--- src/pmmc_regs.svh ---
`ifndef PMMC_REGS_SVH
`define PMMC_REGS_SVH

// ---------------------------------------------------------------
// register addresses
// ---------------------------------------------------------------
`define PMMC_ADDR_MODE_CTRL 5'h00
`define PMMC_ADDR_MAIN_LAST_STD 5'h0f
`define PMMC_ADDR_PAGE 5'h1f

// ---------------------------------------------------------------
// page codes
// ---------------------------------------------------------------
`define PMMC_PAGE_MAIN 16'h0000
`define PMMC_PAGE_EXT 16'h0001
`define PMMC_PAGE_GPIO 16'h0010
`define PMMC_PAGE_RST 16'h0000

// ---------------------------------------------------------------
// mode control fields
// ---------------------------------------------------------------
`define PMMC_MC_SW_RESET 15
`define PMMC_MC_LOOPBACK 14
`define PMMC_MC_SPEED_LSB 13
`define PMMC_MC_ANEG_EN 12
`define PMMC_MC_POWER_DOWN 11
`define PMMC_MC_ISOLATE 10
`define PMMC_MC_ANEG_RESTART 9
`define PMMC_MC_DUPLEX 8
`define PMMC_MC_COLL_TEST 7
`define PMMC_MC_SPEED_MSB 6
`define PMMC_MC_UNIDIR 5

`define PMMC_RST_LOOPBACK 1'b0
`define PMMC_RST_ANEG_EN 1'b1
`define PMMC_RST_POWER_DOWN 1'b0
`define PMMC_RST_ISOLATE 1'b0
`define PMMC_RST_DUPLEX 1'b0
`define PMMC_RST_COLL_TEST 1'b0
`define PMMC_RST_SPEED 2'h2
`define PMMC_RST_UNIDIR 1'b0

`define PMMC_SPEED_10 2'h0
`define PMMC_SPEED_100 2'h1
`define PMMC_SPEED_1000 2'h2
`define PMMC_SPEED_RSVD 2'h3

// ---------------------------------------------------------------
// timing and frame constants
// ---------------------------------------------------------------
`define PMMC_CLK_PERIOD_NS 40
`define PMMC_SW_RESET_NS 4000
`define PMMC_OP_READ 2'h2
`define PMMC_OP_WRITE 2'h1
`define PMMC_HDR_BITS 5'h0c
`define PMMC_DATA_BITS 5'h10

`endif

--- src/pmmc_pkg.sv ---
package pmmc_pkg;

  typedef enum logic [2:0] {
    PMMC_ST_IDLE = 3'b000,
    PMMC_ST_START = 3'b001,
    PMMC_ST_HDR = 3'b010,
    PMMC_ST_RD_TA = 3'b011,
    PMMC_ST_RD = 3'b100,
    PMMC_ST_WR_TA = 3'b101,
    PMMC_ST_WR = 3'b110
  } pmmc_mdio_state_t;

  typedef enum logic [1:0] {
    PMMC_SPACE_MAIN = 2'b00,
    PMMC_SPACE_EXT = 2'b01,
    PMMC_SPACE_GPIO = 2'b10,
    PMMC_SPACE_NONE = 2'b11
  } pmmc_space_t;

endpackage : pmmc_pkg

--- src/pmmc_mdio_slave.sv ---
`timescale 1ns/1ps
`default_nettype none
`include "pmmc_regs.svh"

module pmmc_mdio_slave #(
  parameter logic [4:0] PHY_ADDR = 5'h00
) (
  input wire logic i_clk,
  input wire logic i_srst,
  input wire logic i_mdc,
  input wire logic i_mdio,
  output logic o_mdio,
  output logic o_mdio_oe,
  output logic o_wr_stb,
  output logic [4:0] o_addr,
  output logic [15:0] o_wdata,
  input wire logic [15:0] i_rdata
);

  // -------------------------------------------------------------
  // pin synchronisers
  // -------------------------------------------------------------
  logic [2:0] mdc_sync_reg;
  logic [1:0] mdio_sync_reg;
  logic mdc_rise;
  logic bit_in;

  always_ff @(posedge i_clk) begin
    if (i_srst) begin
      mdc_sync_reg <= 3'h0;
      mdio_sync_reg <= 2'h3;
    end else begin
      mdc_sync_reg <= {mdc_sync_reg[1:0], i_mdc};
      mdio_sync_reg <= {mdio_sync_reg[0], i_mdio};
    end
  end

  assign mdc_rise = mdc_sync_reg[1] & ~mdc_sync_reg[2];
  assign bit_in = mdio_sync_reg[1];

  // -------------------------------------------------------------
  // frame engine
  // -------------------------------------------------------------
  pmmc_pkg::pmmc_mdio_state_t state_reg, state_next;
  logic [4:0] cnt_reg, cnt_next;
  logic [15:0] shift_reg, shift_next;
  logic out_reg, out_next;
  logic oe_reg, oe_next;
  logic wr_reg, wr_next;
  logic [4:0] addr_reg, addr_next;
  logic [15:0] wdata_reg, wdata_next;

  always_comb begin
    state_next = state_reg;
    cnt_next = cnt_reg;
    shift_next = shift_reg;
    out_next = out_reg;
    oe_next = oe_reg;
    wr_next = 1'b0;
    addr_next = addr_reg;
    wdata_next = wdata_reg;
    if (mdc_rise) begin
      unique case (state_reg)
        pmmc_pkg::PMMC_ST_IDLE: begin
          if (!bit_in) begin
            state_next = pmmc_pkg::PMMC_ST_START;
          end
        end
        pmmc_pkg::PMMC_ST_START: begin
          cnt_next = 5'h00;
          state_next = bit_in ? pmmc_pkg::PMMC_ST_HDR
                              : pmmc_pkg::PMMC_ST_IDLE;
        end
        pmmc_pkg::PMMC_ST_HDR: begin
          shift_next = {shift_reg[14:0], bit_in};
          cnt_next = cnt_reg + 5'h01;
          if (cnt_next == `PMMC_HDR_BITS) begin
            cnt_next = 5'h00;
            addr_next = shift_next[4:0];
            if (shift_next[9:5] != PHY_ADDR) begin
              state_next = pmmc_pkg::PMMC_ST_IDLE;
            end else if (shift_next[11:10] == `PMMC_OP_READ) begin
              state_next = pmmc_pkg::PMMC_ST_RD_TA;
            end else if (shift_next[11:10] == `PMMC_OP_WRITE) begin
              state_next = pmmc_pkg::PMMC_ST_WR_TA;
            end else begin
              state_next = pmmc_pkg::PMMC_ST_IDLE;
            end
          end
        end
        pmmc_pkg::PMMC_ST_RD_TA: begin
          // first turnaround bit sampled: drive the zero
          oe_next = 1'b1;
          out_next = 1'b0;
          shift_next = i_rdata;
          state_next = pmmc_pkg::PMMC_ST_RD;
        end
        pmmc_pkg::PMMC_ST_RD: begin
          if (cnt_reg == `PMMC_DATA_BITS) begin
            oe_next = 1'b0;
            out_next = 1'b1;
            state_next = pmmc_pkg::PMMC_ST_IDLE;
          end else begin
            out_next = shift_reg[15];
            shift_next = {shift_reg[14:0], 1'b0};
            cnt_next = cnt_reg + 5'h01;
          end
        end
        pmmc_pkg::PMMC_ST_WR_TA: begin
          cnt_next = cnt_reg + 5'h01;
          if (cnt_reg == 5'h01) begin
            cnt_next = 5'h00;
            state_next = pmmc_pkg::PMMC_ST_WR;
          end
        end
        pmmc_pkg::PMMC_ST_WR: begin
          shift_next = {shift_reg[14:0], bit_in};
          cnt_next = cnt_reg + 5'h01;
          if (cnt_next == `PMMC_DATA_BITS) begin
            wdata_next = shift_next;
            wr_next = 1'b1;
            state_next = pmmc_pkg::PMMC_ST_IDLE;
          end
        end
        default: begin
          state_next = pmmc_pkg::PMMC_ST_IDLE;
        end
      endcase
    end
  end

  always_ff @(posedge i_clk) begin
    if (i_srst) begin
      state_reg <= pmmc_pkg::PMMC_ST_IDLE;
      cnt_reg <= 5'h00;
      shift_reg <= 16'h0000;
      out_reg <= 1'b1;
      oe_reg <= 1'b0;
      wr_reg <= 1'b0;
      addr_reg <= 5'h00;
      wdata_reg <= 16'h0000;
    end else begin
      state_reg <= state_next;
      cnt_reg <= cnt_next;
      shift_reg <= shift_next;
      out_reg <= out_next;
      oe_reg <= oe_next;
      wr_reg <= wr_next;
      addr_reg <= addr_next;
      wdata_reg <= wdata_next;
    end
  end

  assign o_mdio = out_reg;
  assign o_mdio_oe = oe_reg;
  assign o_wr_stb = wr_reg;
  assign o_addr = addr_reg;
  assign o_wdata = wdata_reg;

endmodule : pmmc_mdio_slave

`default_nettype wire

--- src/pmmc_mode_ctrl.sv ---
`timescale 1ns/1ps
`default_nettype none
`include "pmmc_regs.svh"

// Overview of operation
// - Three spaces: main 0-31, extended 16E-30E, general-purpose I/O 0G-30G; here 0-15 stay main on every page.
// - Main registers 16 to 30 reachable only while page register is zero.
// - Reserved bits ignore writes; their read value is undefined.
// - Bit 15 restores registers to defaults, then clears itself.
// - Bit 14 loops data back at current speed and bit 8 duplex.
// - Bit 12 enables auto-negotiation; resets to one.
// - Bit 11 powers the port down; resets to zero.
// - Bit 10 isolates: MAC-side outputs off, MAC-side inputs ignored.
// - Bit 9 restarts auto-negotiation and clears itself.
// - Bit 7 enables collision test; resets to zero.
// - Speed field bits 6 and 13: 10, 100, 1000, reserved; reset 1000.
// - Bit 5 used only with auto-negotiation off and full duplex.
// - Bits 4 to 0 reserved, read as zero.
module pmmc_mode_ctrl #(
  parameter logic [4:0] PHY_ADDR = 5'h00
) (
  input wire logic i_clk,
  input wire logic i_srst,
  input wire logic i_mdc,
  input wire logic i_mdio,
  output logic o_mdio,
  output logic o_mdio_oe,
  output logic o_loopback,
  output logic o_aneg_en,
  output logic o_power_down,
  output logic o_mac_out_en,
  output logic o_mac_in_en,
  output logic o_aneg_restart,
  output logic o_full_duplex,
  output logic o_coll_test,
  output logic [1:0] o_speed,
  output logic o_tx_without_link,
  output logic o_sw_reset
);

  localparam int SW_RESET_CYCLES =
    (`PMMC_SW_RESET_NS + `PMMC_CLK_PERIOD_NS - 1) / `PMMC_CLK_PERIOD_NS;
  localparam logic [7:0] SW_RESET_LAST = 8'(SW_RESET_CYCLES - 1);

  // -------------------------------------------------------------
  // address space decode
  // -------------------------------------------------------------
  function automatic pmmc_pkg::pmmc_space_t space_of(
    input logic [4:0] addr,
    input logic [15:0] page
  );
    if (addr <= `PMMC_ADDR_MAIN_LAST_STD || addr == `PMMC_ADDR_PAGE ||
        page == `PMMC_PAGE_MAIN) begin
      space_of = pmmc_pkg::PMMC_SPACE_MAIN;
    end else if (page == `PMMC_PAGE_EXT) begin
      space_of = pmmc_pkg::PMMC_SPACE_EXT;
    end else if (page == `PMMC_PAGE_GPIO) begin
      space_of = pmmc_pkg::PMMC_SPACE_GPIO;
    end else begin
      space_of = pmmc_pkg::PMMC_SPACE_NONE;
    end
  endfunction : space_of

  // -------------------------------------------------------------
  // management serial port
  // -------------------------------------------------------------
  logic wr_stb;
  logic [4:0] addr;
  logic [15:0] wdata;
  logic [15:0] rdata;

  pmmc_mdio_slave #(
    .PHY_ADDR(PHY_ADDR)
  ) u_mdio (
    .i_clk(i_clk),
    .i_srst(i_srst),
    .i_mdc(i_mdc),
    .i_mdio(i_mdio),
    .o_mdio(o_mdio),
    .o_mdio_oe(o_mdio_oe),
    .o_wr_stb(wr_stb),
    .o_addr(addr),
    .o_wdata(wdata),
    .i_rdata(rdata)
  );

  // -------------------------------------------------------------
  // register state
  // -------------------------------------------------------------
  logic [15:0] page_reg, page_next;
  logic loop_reg, loop_next;
  logic aneg_reg, aneg_next;
  logic pdown_reg, pdown_next;
  logic iso_reg, iso_next;
  logic restart_reg, restart_next;
  logic dup_reg, dup_next;
  logic coll_reg, coll_next;
  logic [1:0] speed_reg, speed_next;
  logic unidir_reg, unidir_next;
  logic srst_busy_reg, srst_busy_next;
  logic [7:0] srst_cnt_reg, srst_cnt_next;
  logic txnl_reg, txnl_next;
  logic macen_reg, macen_next;
  logic wr_mc;
  logic wr_page;
  logic [1:0] wr_speed;

  assign wr_mc = wr_stb && addr == `PMMC_ADDR_MODE_CTRL;
  assign wr_page = wr_stb && addr == `PMMC_ADDR_PAGE;
  assign wr_speed = {wdata[`PMMC_MC_SPEED_MSB], wdata[`PMMC_MC_SPEED_LSB]};

  always_comb begin
    page_next = page_reg;
    loop_next = loop_reg;
    aneg_next = aneg_reg;
    pdown_next = pdown_reg;
    iso_next = iso_reg;
    restart_next = 1'b0;
    dup_next = dup_reg;
    coll_next = coll_reg;
    speed_next = speed_reg;
    unidir_next = unidir_reg;
    srst_busy_next = srst_busy_reg;
    srst_cnt_next = srst_cnt_reg;
    if (srst_busy_reg) begin
      srst_cnt_next = srst_cnt_reg + 8'h01;
      if (srst_cnt_reg == SW_RESET_LAST) begin
        srst_busy_next = 1'b0;
      end
    end
    if (wr_mc && wdata[`PMMC_MC_SW_RESET]) begin
      // no sticky bits live here, so everything returns to default
      page_next = `PMMC_PAGE_RST;
      loop_next = `PMMC_RST_LOOPBACK;
      aneg_next = `PMMC_RST_ANEG_EN;
      pdown_next = `PMMC_RST_POWER_DOWN;
      iso_next = `PMMC_RST_ISOLATE;
      dup_next = `PMMC_RST_DUPLEX;
      coll_next = `PMMC_RST_COLL_TEST;
      speed_next = `PMMC_RST_SPEED;
      unidir_next = `PMMC_RST_UNIDIR;
      srst_busy_next = 1'b1;
      srst_cnt_next = 8'h00;
    end else if (wr_mc) begin
      loop_next = wdata[`PMMC_MC_LOOPBACK];
      aneg_next = wdata[`PMMC_MC_ANEG_EN];
      pdown_next = wdata[`PMMC_MC_POWER_DOWN];
      iso_next = wdata[`PMMC_MC_ISOLATE];
      restart_next = wdata[`PMMC_MC_ANEG_RESTART];
      dup_next = wdata[`PMMC_MC_DUPLEX];
      coll_next = wdata[`PMMC_MC_COLL_TEST];
      if (wr_speed != `PMMC_SPEED_RSVD) begin
        speed_next = wr_speed;
      end
      unidir_next = wdata[`PMMC_MC_UNIDIR];
    end else if (wr_page) begin
      page_next = wdata;
    end
    txnl_next = unidir_next & ~aneg_next & dup_next;
    macen_next = ~iso_next;
  end

  always_ff @(posedge i_clk) begin
    if (i_srst) begin
      page_reg <= `PMMC_PAGE_RST;
      loop_reg <= `PMMC_RST_LOOPBACK;
      aneg_reg <= `PMMC_RST_ANEG_EN;
      pdown_reg <= `PMMC_RST_POWER_DOWN;
      iso_reg <= `PMMC_RST_ISOLATE;
      restart_reg <= 1'b0;
      dup_reg <= `PMMC_RST_DUPLEX;
      coll_reg <= `PMMC_RST_COLL_TEST;
      speed_reg <= `PMMC_RST_SPEED;
      unidir_reg <= `PMMC_RST_UNIDIR;
      srst_busy_reg <= 1'b0;
      srst_cnt_reg <= 8'h00;
      txnl_reg <= 1'b0;
      macen_reg <= ~`PMMC_RST_ISOLATE;
    end else begin
      page_reg <= page_next;
      loop_reg <= loop_next;
      aneg_reg <= aneg_next;
      pdown_reg <= pdown_next;
      iso_reg <= iso_next;
      restart_reg <= restart_next;
      dup_reg <= dup_next;
      coll_reg <= coll_next;
      speed_reg <= speed_next;
      unidir_reg <= unidir_next;
      srst_busy_reg <= srst_busy_next;
      srst_cnt_reg <= srst_cnt_next;
      txnl_reg <= txnl_next;
      macen_reg <= macen_next;
    end
  end

  // -------------------------------------------------------------
  // read mux
  // -------------------------------------------------------------
  always_comb begin
    rdata = 16'h0000; // unimplemented and reserved read zero
    if (space_of(addr, page_reg) == pmmc_pkg::PMMC_SPACE_MAIN) begin
      if (addr == `PMMC_ADDR_MODE_CTRL) begin
        rdata[`PMMC_MC_SW_RESET] = srst_busy_reg;
        rdata[`PMMC_MC_LOOPBACK] = loop_reg;
        rdata[`PMMC_MC_SPEED_LSB] = speed_reg[0];
        rdata[`PMMC_MC_ANEG_EN] = aneg_reg;
        rdata[`PMMC_MC_POWER_DOWN] = pdown_reg;
        rdata[`PMMC_MC_ISOLATE] = iso_reg;
        rdata[`PMMC_MC_ANEG_RESTART] = restart_reg;
        rdata[`PMMC_MC_DUPLEX] = dup_reg;
        rdata[`PMMC_MC_COLL_TEST] = coll_reg;
        rdata[`PMMC_MC_SPEED_MSB] = speed_reg[1];
        rdata[`PMMC_MC_UNIDIR] = unidir_reg; // bits 4:0 stay zero
      end else if (addr == `PMMC_ADDR_PAGE) begin
        rdata = page_reg;
      end
    end
  end

  // -------------------------------------------------------------
  // control outputs
  // -------------------------------------------------------------
  assign o_loopback = loop_reg;
  assign o_aneg_en = aneg_reg;
  assign o_power_down = pdown_reg;
  assign o_mac_out_en = macen_reg;
  assign o_mac_in_en = macen_reg;
  assign o_aneg_restart = restart_reg;
  assign o_full_duplex = dup_reg;
  assign o_coll_test = coll_reg;
  assign o_speed = speed_reg;
  assign o_tx_without_link = txnl_reg;
  assign o_sw_reset = srst_busy_reg;

endmodule : pmmc_mode_ctrl

`default_nettype wire

--- config.mk ---
export PLATFORM = sky130hd
export DESIGN_NAME = pmmc_mode_ctrl
export DESIGN_NICKNAME = d
export VERILOG_FILES = /design/src/pmmc_pkg.sv /design/src/pmmc_mdio_slave.sv /design/src/pmmc_mode_ctrl.sv
export VERILOG_INCLUDE_DIRS = /design/src
export SDC_FILE = /design/constraint.sdc
export NUM_CORES = 1
export LEC_CHECK = 0
export ABC_AREA = 1
export ABC_CLOCK_PERIOD_IN_PS = 1400
export BUFFER_PORTS_ARGS = -buffer_cell sky130_fd_sc_hd__clkbuf_2
export CORE_UTILIZATION = 50
export CTS_CLUSTER_DIAMETER = 50
export CTS_CLUSTER_SIZE = 20
export DETAILED_ROUTE_END_ITERATION = 10
export PLACE_DENSITY = 0.68
export SLEW_MARGIN = 20
export SYNTH_ARGS = -nofsm -noshare
export SYNTH_HDL_FRONTEND = slang
export SYNTH_HIERARCHICAL = 1
export SYNTH_SLANG_ARGS = --single-unit
--- constraint.sdc ---
create_clock -name i_clk -period 1.4 [get_ports i_clk]
set_input_delay 0.21 -clock i_clk [delete_from_list [all_inputs] [get_ports i_clk]]
set_output_delay 0.21 -clock i_clk [all_outputs]
set_load 0.1 [all_outputs]
==> metrics.cfg <==
[logic_synthesis]
async_flop_share=0
synth_warnings=6
avgSynthCellArea_um2=7.35
synth_top_area_share=0.412
syn-cell-area_mm2=0.00438
synth_edf_count=0
yosysUniqueCellTypes=38
ys_seq_elements=90
ys.flop_type=dfxtp_1
synth_area_leaders=dfxtp_1 (41%), nand2_1 (12%), inv_1 (6.8%)
synth_fp_nets=607
syn_inst=596
yosysTopAreaCell=dfxtp_1
yosysSeqAreaShare=0.412

[timing]
fin_tns_setup_ns=-4.55
fin_crit_ns=1.59
slew_headroom=0.643
slew_violations=0
fin_ws_ns=-0.186
worst_slew_pin_slew_ns=0.538
finalSetupViolCount=45
max_clock_freq_ghz=0.631
rsz0062_at_grt=true
fin_crit_sh=1.13
finalClockSkew_ns=0.0154
finalHoldViolCount=0

[clock_network]
root_buffer=clkbuf_8
clk_latency_ns=0.38
htreeDepth=3
clk_pin_slew_ns=0.09
cts_buffers=9
cts.sinks=90
ctsLongestPathBuffers=2
cts_hold_buffers=0
cts_tree=yes

[setup_path]
cp_cell_sequence=ha_4, inv_2, nand2_2, nand2_4, nor2_4, nand3_4, buf_6, nand2_4, nand3_4, nand2_1, nand2_1, nor2_1
cp.required_ns=1.69
arrival_ns=1.88
critical_path.max_fanout=5
cp_slowest_stage_delay_ns=0.40
critical_path_class=register to register
critPathCaptureType=register
worst_setup_path_start_kind=register
cp_slowest_cell=dfxtp_4

[place]
hpwl_mm=6.91
pre_cts_slack_ns=-0.165
portBuffers=17
routabilityCongestion=0.858

[routing]
ant_nets=0
drt_first_pass_iters=5
drc=0
drt-wirelength-per-cell_um=14.5
via_per_inst=5.27
drt_iter0_drc=248
routed_wl_mm=11.1
route.vias.total=4035

[global_routing]
grt_usage=0.240
grt_max_degree=34
antenna_found_initial=0
grt-ovfl-total=0
grt_pass1_wl_mm=16.6
grt_pass1_vias=3623

[floorplanning]
fp.dieH_um=95.6
die_x_um=95.6
start_util=0.525
coreArea_mm2=0.00834
die-area_mm2=0.00913
std_cell_rows=33
ios=18

[worst_hold_path]
hp-class=primary input to register

[outcome]
outcome=finished, violations left
violations=negative setup slack

[final_layout]
post-route-util=0.668
drive_above_1_share=0.341
layout_common_cells=nand2_1 (128), inv_1 (74), dfxtp_1 (72)
fin_nets=666
flow.area_growth_from_synthesis_pct=27.3
final_common_cell=nand2_1
n_antenna_cell=0

[power]
power_density_mw_per_mm2=852
vdd_ir_drop_max_mv=0.565
power_leakage_nw=2.21

[job]
maxCapViolCount=0

stage by stage:
stage	hold slack (ns)	instances	cell area [um^2]	power (W)
floorplan	0.272	596	4410	0.00278
global placement	0.397	733	4850	0.00285
detailed placement	0.395	733	4850	0.00285
CTS	0.0231	757	5240	0.00471
global route	0.0190	765	5570	0.00489
finish	0.0251	765	5570	0.00475
power by group:
| part | total, W | internal [W] | switching (W) |
|---|---|---|---|
| sequential | 0.00258 | 0.00257 | 0.0000139 |
| clock | 0.00190 | 0.000893 | 0.00100 |
| combinational | 0.000270 | 0.000104 | 0.000166 |
| total | 0.00475 | 0.00356 | 0.00118 |
critical path, delay by kind of cell, from the launching register on:
family | cells | cell delay (ns)
AND/OR/NAND/NOR | 9 | 0.75
adder cells (fa/ha/maj) | 1 | 0.18
buffers and inverters | 2 | 0.19
flip-flops | 1 | 0.40
final timing paths:
path                                from                       to  slack, ns  cells past startpoint
setup / recovery       u_mdio/cnt_reg[1]      u_mdio/state_reg[0]      -0.19                     12
hold / removal                    i_mdio  u_mdio/mdio_sync_reg[0]       0.03                      2
setup reg to reg       u_mdio/cnt_reg[1]      u_mdio/state_reg[0]      -0.19                     12
hold reg to reg   u_mdio/mdc_sync_reg[0]   u_mdio/mdc_sync_reg[1]       0.41                      2
repair_timing:
item                       in CTS  in global routing
resized for setup              46                 63
pin swaps                      10                 21
cloned                          1                  4
setup endpoints to repair      61                 72
setup buffers                   7                  4
synthesized netlist by cell type, types with 9 or more instances:
cell type	instances
nor2_4	10
inv_1	79
a21oi_2	12
o21ai_1	17
nand3_1	22
o21ai_0	40
nand4_1	9
dfxtp_1	90
a21oi_1	50
nand2_1	141
nor2_1	47
layer usage:
metal	part of all wire	GRT usage	up-vias
met2	0.48	0.399	116
li1	-	-	2024
met3	0.053	0.0327	19
met4	0.016	0.0858	0
met5	0	0	-
met1	0.45	0.316	1876
final cells by class:
class,instances,area [um^2]
Sequential cell,90,1830
Tap cell,105,131
Multi-Input combinational cell,398,2370
Inverter,86,330
Clock buffer,10,138
Timing Repair Buffer,70,697
Fill cell,708,2770
Clock inverter,6,73.8
cells by family after synthesis:
| group | synth area share |
|---|---|
| flip-flops | 0.412 |
| adder cells (fa/ha/maj) | 0.0200 |
| buffers and inverters | 0.114 |
| AND/OR/NAND/NOR | 0.281 |
| AO/OA/AOI/OAI | 0.167 |
| XOR/XNOR | 0.00600 |
No activity file was read; power rests on OpenSTA's default activity.
